File: src/core/serial_pin_mux_pkg.sv
// constants for the serial control pin mux of the second sync serial port
// assumes a single system clock domain and no register bus
package serial_pin_mux_pkg;
  localparam int          NUM_PINS      = 3;
  localparam int          PIN_ZERO      = 0;
  localparam int          PIN_ONE       = 1;
  localparam int          PIN_TWO       = 2;
  localparam logic [2:0]  FUNC_SEL_RST  = 3'h0;
  localparam logic [2:0]  PORT_DIR_RST  = 3'h0;
  localparam logic [2:0]  PORT_OUT_RST  = 3'h0;
  localparam logic        MODE_SYNC     = 1'h1;
  localparam logic        MODE_ASYNC    = 1'h0;
  localparam int          SYNC_STAGES   = 2;
endpackage

File: src/core/serial_port_control_pin_mux.sv
// pin mux for the three serial control pins and the serial bit clock pin
// assumes pins are resolved by the bench from out/oe; pin inputs are async
//
// Summary of operation
// async mode: pin zero is the receive clock, driven out or taken in.
// sync mode: pin zero is extra transmitter one output or serial flag zero.
// async mode: pin one is the receiver frame sync, driven out or taken in.
// sync mode: pin one is extra transmitter two output or serial flag one.
// pin two is frame sync for tx and rx in sync mode, tx only in async mode.
// pin two as output drives the internally generated frame sync.
// pin two as input takes the external frame sync for tx, and rx when sync.
// after reset all three pins are general-purpose port inputs.
// in port role a pin's direction follows its port direction bit.
// a port function select bit moves its pin to the serial function.
// bit clock pin clocks tx and rx in sync mode, tx only in async mode.
// in serial role the serial settings set the enable, not the port bit.
`timescale 1ns/1ps
`default_nettype none
module serial_port_control_pin_mux
  import serial_pin_mux_pkg::*;
(
  input  wire logic                mclk,               // system clock, 125 MHz
  input  wire logic                rst_b,              // sync reset, active low
  input  wire logic [2:0]          port_function_select_reg, // 1 = serial role
  input  wire logic [2:0]          port_direction_reg, // 1 = port line output
  input  wire logic [2:0]          port_line_out,      // port data to drive
  input  wire logic                sync_mode,          // 1 sync, 0 async
  input  wire logic                pin0_sel_flag,      // sync: pin zero is flag
  input  wire logic                pin1_sel_flag,      // sync: pin one is flag
  input  wire logic                pin0_dir_out,       // serial: pin zero drives
  input  wire logic                pin1_dir_out,       // serial: pin one drives
  input  wire logic                pin2_dir_out,       // serial: pin two drives
  input  wire logic                tx1_data,           // extra transmitter one
  input  wire logic                tx2_data,           // extra transmitter two
  input  wire logic                flag0_out,          // serial flag zero value
  input  wire logic                flag1_out,          // serial flag one value
  input  wire logic                rx_clk_gen,         // internal receive clock
  input  wire logic                rx_fs_gen,          // internal receive fsync
  input  wire logic                tx_fs_gen,          // internal frame sync
  input  wire logic                bit_clk_in,         // serial_bit_clock_pin in
  input  wire logic [2:0]          serial_ctrl_pin_in, // pin levels, async
  output logic      [2:0]          serial_ctrl_pin_out, // pin drive values
  output logic      [2:0]          serial_ctrl_pin_oe,  // 1 = drive pin
  output logic      [2:0]          port_line_in,       // port line read-back
  output logic                     flag0_in,           // serial flag zero seen
  output logic                     flag1_in,           // serial flag one seen
  output logic                     rx_clk,             // receiver clock
  output logic                     rx_fs,              // receiver frame sync
  output logic                     tx_clk,             // transmitter clock
  output logic                     tx_fs               // transmitter frame sync
);
  import serial_pin_mux_pkg::*;

  // ----------------------------------------------------------------
  // input synchronisers
  // ----------------------------------------------------------------
  logic [3:0] meta_q, meta_d;
  logic [3:0] sync_q, sync_d;
  always_comb begin
    meta_d = {bit_clk_in, serial_ctrl_pin_in};
    sync_d = meta_q;
  end
  always_ff @(posedge mclk) begin
    if (!rst_b) begin
      meta_q <= 4'h0;
      sync_q <= 4'h0;
    end else begin
      meta_q <= meta_d;
      sync_q <= sync_d;
    end
  end
  wire logic [2:0] pin_s = sync_q[2:0];
  wire logic       bclk_s = sync_q[3];

  // ----------------------------------------------------------------
  // pin drive and enable
  // ----------------------------------------------------------------
  logic [2:0] out_q, out_d, oe_q, oe_d;
  logic [2:0] ser_out, ser_oe;
  always_comb begin
    if (sync_mode == MODE_SYNC) begin
      ser_out[PIN_ZERO] = pin0_sel_flag ? flag0_out : tx1_data;
      ser_out[PIN_ONE]  = pin1_sel_flag ? flag1_out : tx2_data;
    end else begin
      ser_out[PIN_ZERO] = rx_clk_gen;
      ser_out[PIN_ONE]  = rx_fs_gen;
    end
    ser_out[PIN_TWO] = tx_fs_gen;
    ser_oe = {pin2_dir_out, pin1_dir_out, pin0_dir_out};
    for (int i = 0; i < NUM_PINS; i++) begin
      if (port_function_select_reg[i]) begin
        out_d[i] = ser_out[i];
        oe_d[i]  = ser_oe[i];
      end else begin
        out_d[i] = port_line_out[i];
        oe_d[i]  = port_direction_reg[i];
      end
    end
  end
  always_ff @(posedge mclk) begin
    if (!rst_b) begin
      out_q <= PORT_OUT_RST;
      oe_q  <= PORT_DIR_RST;
    end else begin
      out_q <= out_d;
      oe_q  <= oe_d;
    end
  end
  assign serial_ctrl_pin_out = out_q;
  assign serial_ctrl_pin_oe  = oe_q;

  // ----------------------------------------------------------------
  // inbound routing
  // ----------------------------------------------------------------
  logic [2:0] pin_in_q, pin_in_d;
  logic       f0_q, f0_d, f1_q, f1_d;
  logic       rck_q, rck_d, rfs_q, rfs_d, tck_q, tck_d, tfs_q, tfs_d;
  always_comb begin
    pin_in_d = pin_s;
    f0_d  = (sync_mode == MODE_SYNC) && pin0_sel_flag && pin_s[PIN_ZERO];
    f1_d  = (sync_mode == MODE_SYNC) && pin1_sel_flag && pin_s[PIN_ONE];
    tck_d = bclk_s;
    // fsync source: own generator when pin2_dir_out is set, pin otherwise
    tfs_d = pin2_dir_out ? tx_fs_gen : pin_s[PIN_TWO];
    if (sync_mode == MODE_SYNC) begin
      rck_d = bclk_s;
      rfs_d = tfs_d;
    end else begin
      rck_d = pin0_dir_out ? rx_clk_gen : pin_s[PIN_ZERO];
      rfs_d = pin1_dir_out ? rx_fs_gen : pin_s[PIN_ONE];
    end
  end
  always_ff @(posedge mclk) begin
    if (!rst_b) begin
      pin_in_q <= 3'h0;
      f0_q <= 1'h0;
      f1_q <= 1'h0;
      rck_q <= 1'h0;
      rfs_q <= 1'h0;
      tck_q <= 1'h0;
      tfs_q <= 1'h0;
    end else begin
      pin_in_q <= pin_in_d;
      f0_q <= f0_d;
      f1_q <= f1_d;
      rck_q <= rck_d;
      rfs_q <= rfs_d;
      tck_q <= tck_d;
      tfs_q <= tfs_d;
    end
  end
  assign port_line_in = pin_in_q;
  assign flag0_in = f0_q;
  assign flag1_in = f1_q;
  assign rx_clk = rck_q;
  assign rx_fs = rfs_q;
  assign tx_clk = tck_q;
  assign tx_fs = tfs_q;
endmodule
`default_nettype wire

File: config.mk
export PLATFORM = sky130hd
export DESIGN_NAME = serial_port_control_pin_mux
export DESIGN_NICKNAME = d
export VERILOG_FILES = /design/src/core/serial_pin_mux_pkg.sv /design/src/core/serial_port_control_pin_mux.sv
export SDC_FILE = /design/constraint.sdc
export NUM_CORES = 1
export LEC_CHECK = 0
export ABC_AREA = 1
export BUFFER_PORTS_ARGS = -buffer_cell sky130_fd_sc_hd__buf_2
export CAP_MARGIN = 25
export CORE_UTILIZATION = 40
export CTS_BUF_LIST = sky130_fd_sc_hd__clkbuf_4
export CTS_CLUSTER_DIAMETER = 150
export DETAILED_ROUTE_END_ITERATION = 8
export PLACE_DENSITY = 0.72
export SLEW_MARGIN = 15
export SYNTH_ARGS = -nofsm -noshare
export SYNTH_HDL_FRONTEND = slang
export SYNTH_SLANG_ARGS = --single-unit
File: constraint.sdc
create_clock -name mclk -period 1.2 [get_ports mclk]
set_clock_uncertainty 0.05 [all_clocks]
set_input_delay 0.24 -clock mclk [delete_from_list [all_inputs] [get_ports mclk]]
set_output_delay 0.24 -clock mclk [all_outputs]
set_load 0.02 [all_outputs]
Yosys cells after proc, flatten, opt, wreduce, memory -nomap -nowiden
Index checks and enable logic that the tools add are counted.

Bits in registers: 23. Output and inout bits: 15. Input bits: 28.

Multiplexer cells: 14. Reductions and logical operators: 4.

Operator list (count): two-way mux 1 bit (13); logical AND 1 bit (4); two-way mux 2 bit (1).

Logic depth before layout (Yosys ltp)
Gate-level depths: netlist of run 1.

Word-level depth: 3. Gate-level depth with buffers: 5. Mapped depth without buffers: 5.

Least setup slack after synthesis of run 1
No wires, ideal clock.

Path kind: input to register. From: in rst_b. To: reg rck_q, in the netlist rx_clk. Required time: 1.037 ns. Stages on the path: 5. Arrival: 0.585 ns. Slack: 0.452 ns. Cell sequence: buf_6 -> nand2_1 -> inv_2 -> o21ai_1 -> inv_1.

RTL lines: from (decl) (RTL line serial_port_control_pin_mux.sv:23) `input wire logic rst_b,`; to (signal assigned) (RTL line serial_port_control_pin_mux.sv:146) `rck_q <= rck_d;`; to (decl) (RTL line serial_port_control_pin_mux.sv:117) `logic rck_q, rck_d, rfs_q, rfs_d, tck_q, tck_d, tfs_q, tfs_d;`.

Worst setup path after layout of run 1
From: reg tfs_q, in the netlist tx_fs. To: out tx_fs.

RTL lines: from (decl) (RTL line serial_port_control_pin_mux.sv:117); from (signal assigned) (RTL line serial_port_control_pin_mux.sv:149) `tfs_q <= tfs_d;`; to (decl) (RTL line serial_port_control_pin_mux.sv:50) `output logic tx_fs`.

No word-level cell between the ends.

==> results.tsv, run 1 <==
metric	value	unit
status	finished clean	
grt_use_met1	15.2	%
drt-pass1-iter-count	4	
antenna_violating_nets_post_route	0	
clkLatencyLatePin	300	ps
synth.mux.area_fraction	0	%
syn_avg_cell_area	8.45	um^2
vias	723	
post_synth_fa_ha_maj_area_fraction	0	%
dp.final_hpwl	1.17	mm
cp_top_family	flip-flops	
power_per_cell_area	1250	mW/mm^2
finalHoldViolCount	0	
worst-endpoint-arrival	780	ps
layout_setup_ws	130	ps
synth-compound-area-share	13.0	%
holdBufCountCts	0	
critPathBufInv	1	
yosys.area_share.xor_xnor	0	%
final_min_period_over_clock_period	89.2	%
grt_start_max_net_pins	13	
remaining_drc_errors	0	
timing.critical_path.from_type	flop	
utilization	55.5	%
fp.dieArea	0.00223	mm^2
initial_core_util	42.2	%
clkSlewWorstSetupHoldPaths	110	ps
worst-setup-path-type	flop to output pin	
netlist_area	820	um^2
slew_viol_final	0	
final.setup.tns	0	ps
required	910	ps
die_w	47.3	um
route.final.wire_length	1.44	mm
mostFrequentLayoutCells	buf_2 (42), inv_1 (23), dfxtp_1 (23)	
first_pass_grt_wire_length	2.02	mm
final.min_clock_period	1070	ps
global_routing_s_busiest_layer	met2	
cts_buffers	3	
layout.cell_area.non_filler	0.00108	mm^2
crit_path_end_kind	output pin	
synth_top_family_by_area	simple AND/OR/NAND/NOR gates	
first_global_vias	544	
timing_worst_slew_pin_value	185	ps
row_count	16	
slowest_delay	330	ps
tritoncts	done	
post_dp_cell_area	0.00105	mm^2
wire_per_inst	8.54	um
cts.path.max_buffers	2	
worstPathCellList	buf_2	
worst_hold_path_type	input port to flop	
layout-drive-gt1-share	39.4	%
die-height	47.3	um
flops_latches_synth	23	
layout.cells.most_common	buf_2	
globalRoute.totalOverflow	0	
timing.max_cap.violations	0	
antenna_found_initial	0	
use_met2	21.6	%
placement.setup.worst_slack	217	ps
critPathMaxFanout	1	
postCtsSetupRepairBufs	0	
filler_cell_count	198	
cts-resized-gates	0	
global_route.usage.met3	6.15	%
synth.net_count	125	
synth_simple_gate_area_share	16.6	%
peakVddDrop	1110	uV
cts.htree.levels	1	
setup-violations-final	0	
cts_root_buf	clkbuf_4	
worst_slew_margin_rel	87.7	%
total_power	1.35	mW
power.static_leakage	0.657	nW
core-area	0.00194	mm^2
drt_iter0_drc	6	
synth.yosys.seq_area_share	56.2	%
fin_nets	171	
vias_per_cell	4.28	
placement.io_buffers	42	
ys_warn_count	0	
cts_sinks	23	
grt_setup_unrepaired	false	
num_antenna_cells	0	
synth_cells	97	
area_growth	31.6	%
floorplan.io_pins	43	
synth.lib_cells_used.distinct	14	
finalWeightedCongestion	0.752	
critical-path-slowest-cell	dfxtp_1	
gr-usage-all-layers	13.3	%
clock.fmax	0.935	GHz
cells by family (layout without fill, tap and decap cells):
kind of cell,Yosys count,in the layout
DFF,23,23
and+or+nand+nor,29,29
buffers and inverters,27,72
AOI/OAI and AO/OA,18,18
path summary, 6_finish.rpt:
path / start / to / slack, ps / depth (start not counted)
worst min register to register: meta_q[0]$_SDFF_PN0_ / sync_q[0]$_SDFF_PN0_ / 380 / 2
worst min-delay path: bit_clk_in / meta_q[3]$_SDFF_PN0_ / 60 / 3
worst max register to register: sync_q[2]$_SDFF_PN0_ / rx_fs$_SDFF_PN0_ / 480 / 4
worst max-delay path: tx_fs$_SDFF_PN0_ / tx_fs / 130 / 1
where the power goes:
group          total (mW)  switching, mW  internal, mW  leakage, nW
sequential          0.810        0.00917         0.800        0.190
clock               0.353          0.200         0.152       0.0184
combinational       0.185          0.107        0.0781        0.448
total                1.35          0.316          1.03        0.657
sequential cells by signal, summed over array words and instances, names as in the netlist:
| signal | count |
|---|---|
| meta_q | 4 |
| sync_q | 4 |
| port_line_in | 3 |
| serial_ctrl_pin_oe | 3 |
| serial_ctrl_pin_out | 3 |
| flag0_in | 1 |
| flag1_in | 1 |
| rx_clk | 1 |
| rx_fs | 1 |
| tx_clk | 1 |
| tx_fs | 1 |
Yosys cell counts:
master,number,area (um^2)
a21boi_2,2,22.5
a21oi_1,7,35.0
buf_6,2,22.5
dfxtp_1,23,460
inv_1,23,86.3
inv_2,2,7.51
nand2_1,21,78.8
nand3_1,2,10.0
nand3_2,2,20.0
nor2_1,2,7.51
nor3_2,2,20.0
o21ai_0,6,30.0
o21ai_1,2,10.0
o21ai_2,1,8.76
stage by stage:
stage | std cells | hold WS, ps
after floorplan | 97 | 283
after global placement | 165 | 343
after detailed placement | 165 | 353
after CTS | 169 | 53.0
after global routing | 169 | 52.2
final | 169 | 60.3
layer usage:
layer	routed length [um]	part of all wire, %
met5	0	0
met3	121	8.4
met1	630	44
met2	683	47
met4	10	0.69
worst reg2reg max path, delay by kind of cell (launching register included):
kind               cells  cell delay, ps
DFF                    1             330
AOI/OAI and AO/OA      1              40
and+or+nand+nor        3             200
layout make-up:
class	count	area [um^2]	share of cell area [%]
flip-flops and latches	23	460	42.7
multi-input cells	47	243	22.5
repair buffers	43	218	20.2
inverters	25	93.8	8.70
well taps	27	33.8	3.13
clock buffers	4	30.0	2.78
Power figures use the tool's default switching activity.
==> inputs of run 2 (changes only) <==
--- a/config.mk
+++ b/config.mk
@@ -11,7 +11,9 @@
 export CORE_UTILIZATION = 40
 export CTS_BUF_LIST = sky130_fd_sc_hd__clkbuf_4
 export CTS_CLUSTER_DIAMETER = 150
+export CTS_CLUSTER_SIZE = 16
 export DETAILED_ROUTE_END_ITERATION = 8
+export MAX_ROUTING_LAYER = met4
 export PLACE_DENSITY = 0.72
 export SLEW_MARGIN = 15
 export SYNTH_ARGS = -nofsm -noshare
==> results.tsv, run 2 (synthesized netlist as in run 1, its figures left out) <==
metric	value	unit
multi_input_comb_area	243	um^2
antenna_found_initial	0	
sequential_cell_area	460	um^2
timing.max_cap.violations	0	
timing.critical_path.from_type	flop	
die-height	47.3	um
p_seq_share	60.2	%
tritoncts	done	
area_growth	31.6	%
use_met2	21.6	%
required	910	ps
clock.fmax	0.936	GHz
vias_per_cell	4.28	
grt_setup_unrepaired	false	
placedCellCount	165	
finalWeightedCongestion	0.761	
grt_start_max_net_pins	13	
mostFrequentLayoutCells	buf_2 (42), inv_1 (23), dfxtp_1 (23)	
worstPathCellList	buf_2	
core-area	0.00194	mm^2
row_count	16	
slew_viol_final	0	
status	finished clean	
critPathMaxFanout	1	
cts.path.max_buffers	2	
first_pass_grt_wire_length	2.03	mm
clkSlewWorstSetupHoldPaths	110	ps
remaining_drc_errors	0	
layout-drive-gt1-share	39.4	%
cts_sinks	23	
slowest_delay	330	ps
worst-setup-path-type	flop to output pin	
timing_worst_slew_pin_value	185	ps
setup-violations-final	0	
utilization	55.5	%
power.switching_fraction	23.4	%
placement.setup.worst_slack	217	ps
stdcell_count	169	
fp.dieArea	0.00223	mm^2
vias	723	
first_global_vias	544	
worst-endpoint-arrival	780	ps
cts-resized-gates	0	
power.static_leakage	0.657	nW
global_route.usage.met3	6.15	%
p_switching	315	uW
final_min_period_over_clock_period	89.0	%
route.final.wire_length	1.44	mm
initial_core_util	42.2	%
final.hold.worst_slack	62.4	ps
fin_nets	171	
floorplan.io_pins	43	
wire_per_inst	8.53	um
layout_setup_ws	132	ps
power_per_cell_area	1250	mW/mm^2
cts_buffers	3	
globalRoute.totalOverflow	0	
antenna_violating_nets_post_route	0	
placement.io_buffers	42	
worst_hold_path_type	input port to flop	
reg.largest.list	meta_q: 4 flops, sync_q: 4 flops	
gr-usage-all-layers	13.7	%
drt-pass1-iter-count	4	
crit_path_end_kind	output pin	
cts.htree.levels	1	
power.combinational.fraction	13.7	%
holdBufCountCts	0	
clockPowerShare	26.1	%
die_w	47.3	um
global_routing_s_busiest_layer	met2	
grt_use_met1	15.2	%
peakVddDrop	1110	uV
critical-path-slowest-cell	dfxtp_1	
worst_slew_margin_rel	87.7	%
finalHoldViolCount	0	
num_antenna_cells	0	
cp_top_family	flip-flops	
cellInternalPower	1.03	mW
drt_iter0_drc	6	
cts_root_buf	clkbuf_4	
clkLatencyLatePin	300	ps
critPathBufInv	1	
final.min_clock_period	1070	ps
final.setup.tns	0	ps
filler_cell_count	198	
postCtsSetupRepairBufs	0	
layout.cells.most_common	buf_2	
dp.final_hpwl	1.17	mm
run 2: path summary, 6_finish.rpt:
| check | start | to | slack [ps] | cells past startpoint |
|---|---|---|---|---|
| worst max register to register | sync_q[2]$_SDFF_PN0_ | rx_fs$_SDFF_PN0_ | 480 | 4 |
| worst min register to register | meta_q[0]$_SDFF_PN0_ | sync_q[0]$_SDFF_PN0_ | 380 | 2 |
| worst max-delay path | tx_fs$_SDFF_PN0_ | tx_fs | 130 | 1 |
| worst min-delay path | bit_clk_in | meta_q[3]$_SDFF_PN0_ | 60 | 3 |
run 2: layout make-up:
type                            instances  area share [%]
Multi-Input combinational cell         47            22.5
Tap cell                               27            3.13
Clock buffer                            4            2.78
Sequential cell                        23            42.7
Inverter                               25            8.70
Timing Repair Buffer                   43            20.2
run 2: metrics by stage:
step,total power [mW],instance area [um^2]
5_1_grt,1.42,1080
4_1_cts,1.37,1080
2_1_floorplan,0.932,820
3_3_place_gp,1.01,1050
3_5_place_dp,1.01,1050
6_report,1.35,1080
run 2: power by group through the flow:
stage | sequential (mW) | combinational, mW | clock [mW]
after floorplan | 0.860 | 0.0719 | 0
after global placement | 0.827 | 0.182 | 0
after detailed placement | 0.828 | 0.187 | 0
after CTS | 0.810 | 0.187 | 0.369
after global routing | 0.814 | 0.210 | 0.398
final | 0.810 | 0.185 | 0.351
run 2: routing by layer:
metal  routed length (um)  vias to the layer above
met3                  124                        2
met2                  680                       30
met1                  626                      311
met5                    0                        -
met4                   10                        0
li1                     -                      380
==> inputs of run 3 (changes only) <==
--- a/config.mk
+++ b/config.mk
@@ -8,13 +8,13 @@
 export ABC_AREA = 1
 export BUFFER_PORTS_ARGS = -buffer_cell sky130_fd_sc_hd__buf_2
 export CAP_MARGIN = 25
-export CORE_UTILIZATION = 40
+export CORE_UTILIZATION = 45
 export CTS_BUF_LIST = sky130_fd_sc_hd__clkbuf_4
 export CTS_CLUSTER_DIAMETER = 150
 export CTS_CLUSTER_SIZE = 16
 export DETAILED_ROUTE_END_ITERATION = 8
 export MAX_ROUTING_LAYER = met4
-export PLACE_DENSITY = 0.72
+export PLACE_DENSITY = 0.8
 export SLEW_MARGIN = 15
 export SYNTH_ARGS = -nofsm -noshare
 export SYNTH_HDL_FRONTEND = slang
==> results.tsv, run 3 (synthesized netlist as in run 1, its figures left out) <==
metric	value	unit
crit_path_end_kind	output pin	
slowest_delay	340	ps
critPathBufInv	1	
layout-drive-gt1-share	39.4	%
first_global_vias	620	
worst_setup_path_startpoint	rx_fs$_SDFF_PN0_	
final.setup.tns	0	ps
fin_nets	171	
worstPathCellList	buf_2	
rr_worst_depth	4	
drt_iter0_drc	9	
die_w	44.7	um
cts_root_buf	clkbuf_4	
worst-setup-path-type	flop to output pin	
timing_worst_slew_pin_value	141	ps
row_count	15	
total_stage_count_of_the_critical_path	1	
tritoncts	done	
mostFrequentLayoutCells	buf_2 (42), inv_1 (23), dfxtp_1 (23)	
fp.dieArea	0.00200	mm^2
grt_start_max_net_pins	14	
cts.path.max_buffers	2	
final_min_period_over_clock_period	91.6	%
remaining_drc_errors	0	
vias	711	
worstReg2RegStart	sync_q[2]$_SDFF_PN0_	
cts.htree.levels	1	
area_growth	31.3	%
layout.cells.most_common	buf_2	
power_per_cell_area	1260	mW/mm^2
die-height	44.7	um
r2r_setup_slack	460	ps
initial_core_util	48.0	%
first_pass_grt_wire_length	2.33	mm
reg.largest.list	meta_q: 4 flops, sync_q: 4 flops	
globalRoute.totalOverflow	0	
wire_per_inst	9.11	um
status	finished clean	
num_antenna_cells	0	
cts_buffers	3	
setup-violations-final	0	
required	910	ps
gr-usage-all-layers	17.0	%
grt_setup_unrepaired	false	
holdBufCountCts	0	
reg2reg_to	rx_fs$_SDFF_PN0_	
final.min_clock_period	1100	ps
critPathMaxFanout	1	
worst_hold_path_type	input port to flop	
core-area	0.00171	mm^2
cts_sinks	23	
route.final.wire_length	1.52	mm
critical-path-slowest-cell	dfxtp_1	
power.static_leakage	0.657	nW
finalWeightedCongestion	0.743	
dp.final_hpwl	1.27	mm
antenna_found_initial	0	
final.hold.worst_slack	65.2	ps
antenna_violating_nets_post_route	0	
clkSlewWorstSetupHoldPaths	120	ps
worst-endpoint-arrival	810	ps
vias_per_cell	4.26	
clock.fmax	0.910	GHz
placement.io_buffers	42	
peakVddDrop	793	uV
cts-resized-gates	0	
cp_top_family	flip-flops	
drt-pass1-iter-count	4	
timing.critical_path.from_type	flop	
timing.max_cap.violations	0	
floorplan.io_pins	43	
total_power	1.36	mW
postCtsSetupRepairBufs	0	
clkLatencyLatePin	300	ps
finalHoldViolCount	0	
timing.critical_path.to	rx_fs	
slew_viol_final	0	
worst_slew_margin_rel	90.5	%
utilization	63.0	%
-- run 3: area by class of cell --
cell class,instances,area [um^2]
timing repair buffer,43,218
fill,162,632
multi-input combinational,47,243
inverter,25,93.8
sequential,23,460
tap,25,31.3
clock buffer,4,30.0
-- run 3: layer usage --
layer | global-route usage [%] | vias to the layer above | part of all wire [%]
li1 | - | 378 | -
met1 | 18.1 | 295 | 42
met2 | 27.9 | 33 | 47
met3 | 2.86 | 5 | 7.6
met4 | 12.7 | 0 | 2.8
met5 | - | - | 0
-- run 3: through the flow --
| stage | instances | worst slack [ps] | instance area, um^2 |
|---|---|---|---|
| 3_3_place_gp | 163 | 292 | 1050 |
| 5_1_grt | 167 | 68.3 | 1080 |
| 3_5_place_dp | 163 | 245 | 1050 |
| 4_1_cts | 167 | 90.8 | 1080 |
| 6_report | 167 | 101 | 1080 |
| 2_1_floorplan | 97 | 452 | 820 |
-- run 3: worst min path at each step --
stage / start / cells after the start / slack [ps] / endpoint
after floorplan: port_function_select_reg[0] / 1 / 280 / serial_ctrl_pin_oe[0]$_SDFF_PN0_
after global placement: meta_q[0]$_SDFF_PN0_ / 2 / 340 / sync_q[0]$_SDFF_PN0_
after detailed placement: meta_q[0]$_SDFF_PN0_ / 2 / 350 / sync_q[0]$_SDFF_PN0_
after CTS: serial_ctrl_pin_in[0] / 3 / 50 / meta_q[0]$_SDFF_PN0_
after global routing: serial_ctrl_pin_in[2] / 3 / 60 / meta_q[2]$_SDFF_PN0_
final: serial_ctrl_pin_in[0] / 3 / 70 / meta_q[0]$_SDFF_PN0_
-- run 3: where the power goes --
part | total [mW] | leakage (nW) | switching [mW] | internal [mW]
sequential | 0.810 | 0.190 | 0.00976 | 0.801
combinational | 0.186 | 0.448 | 0.107 | 0.0781
clock | 0.362 | 0.0184 | 0.210 | 0.152
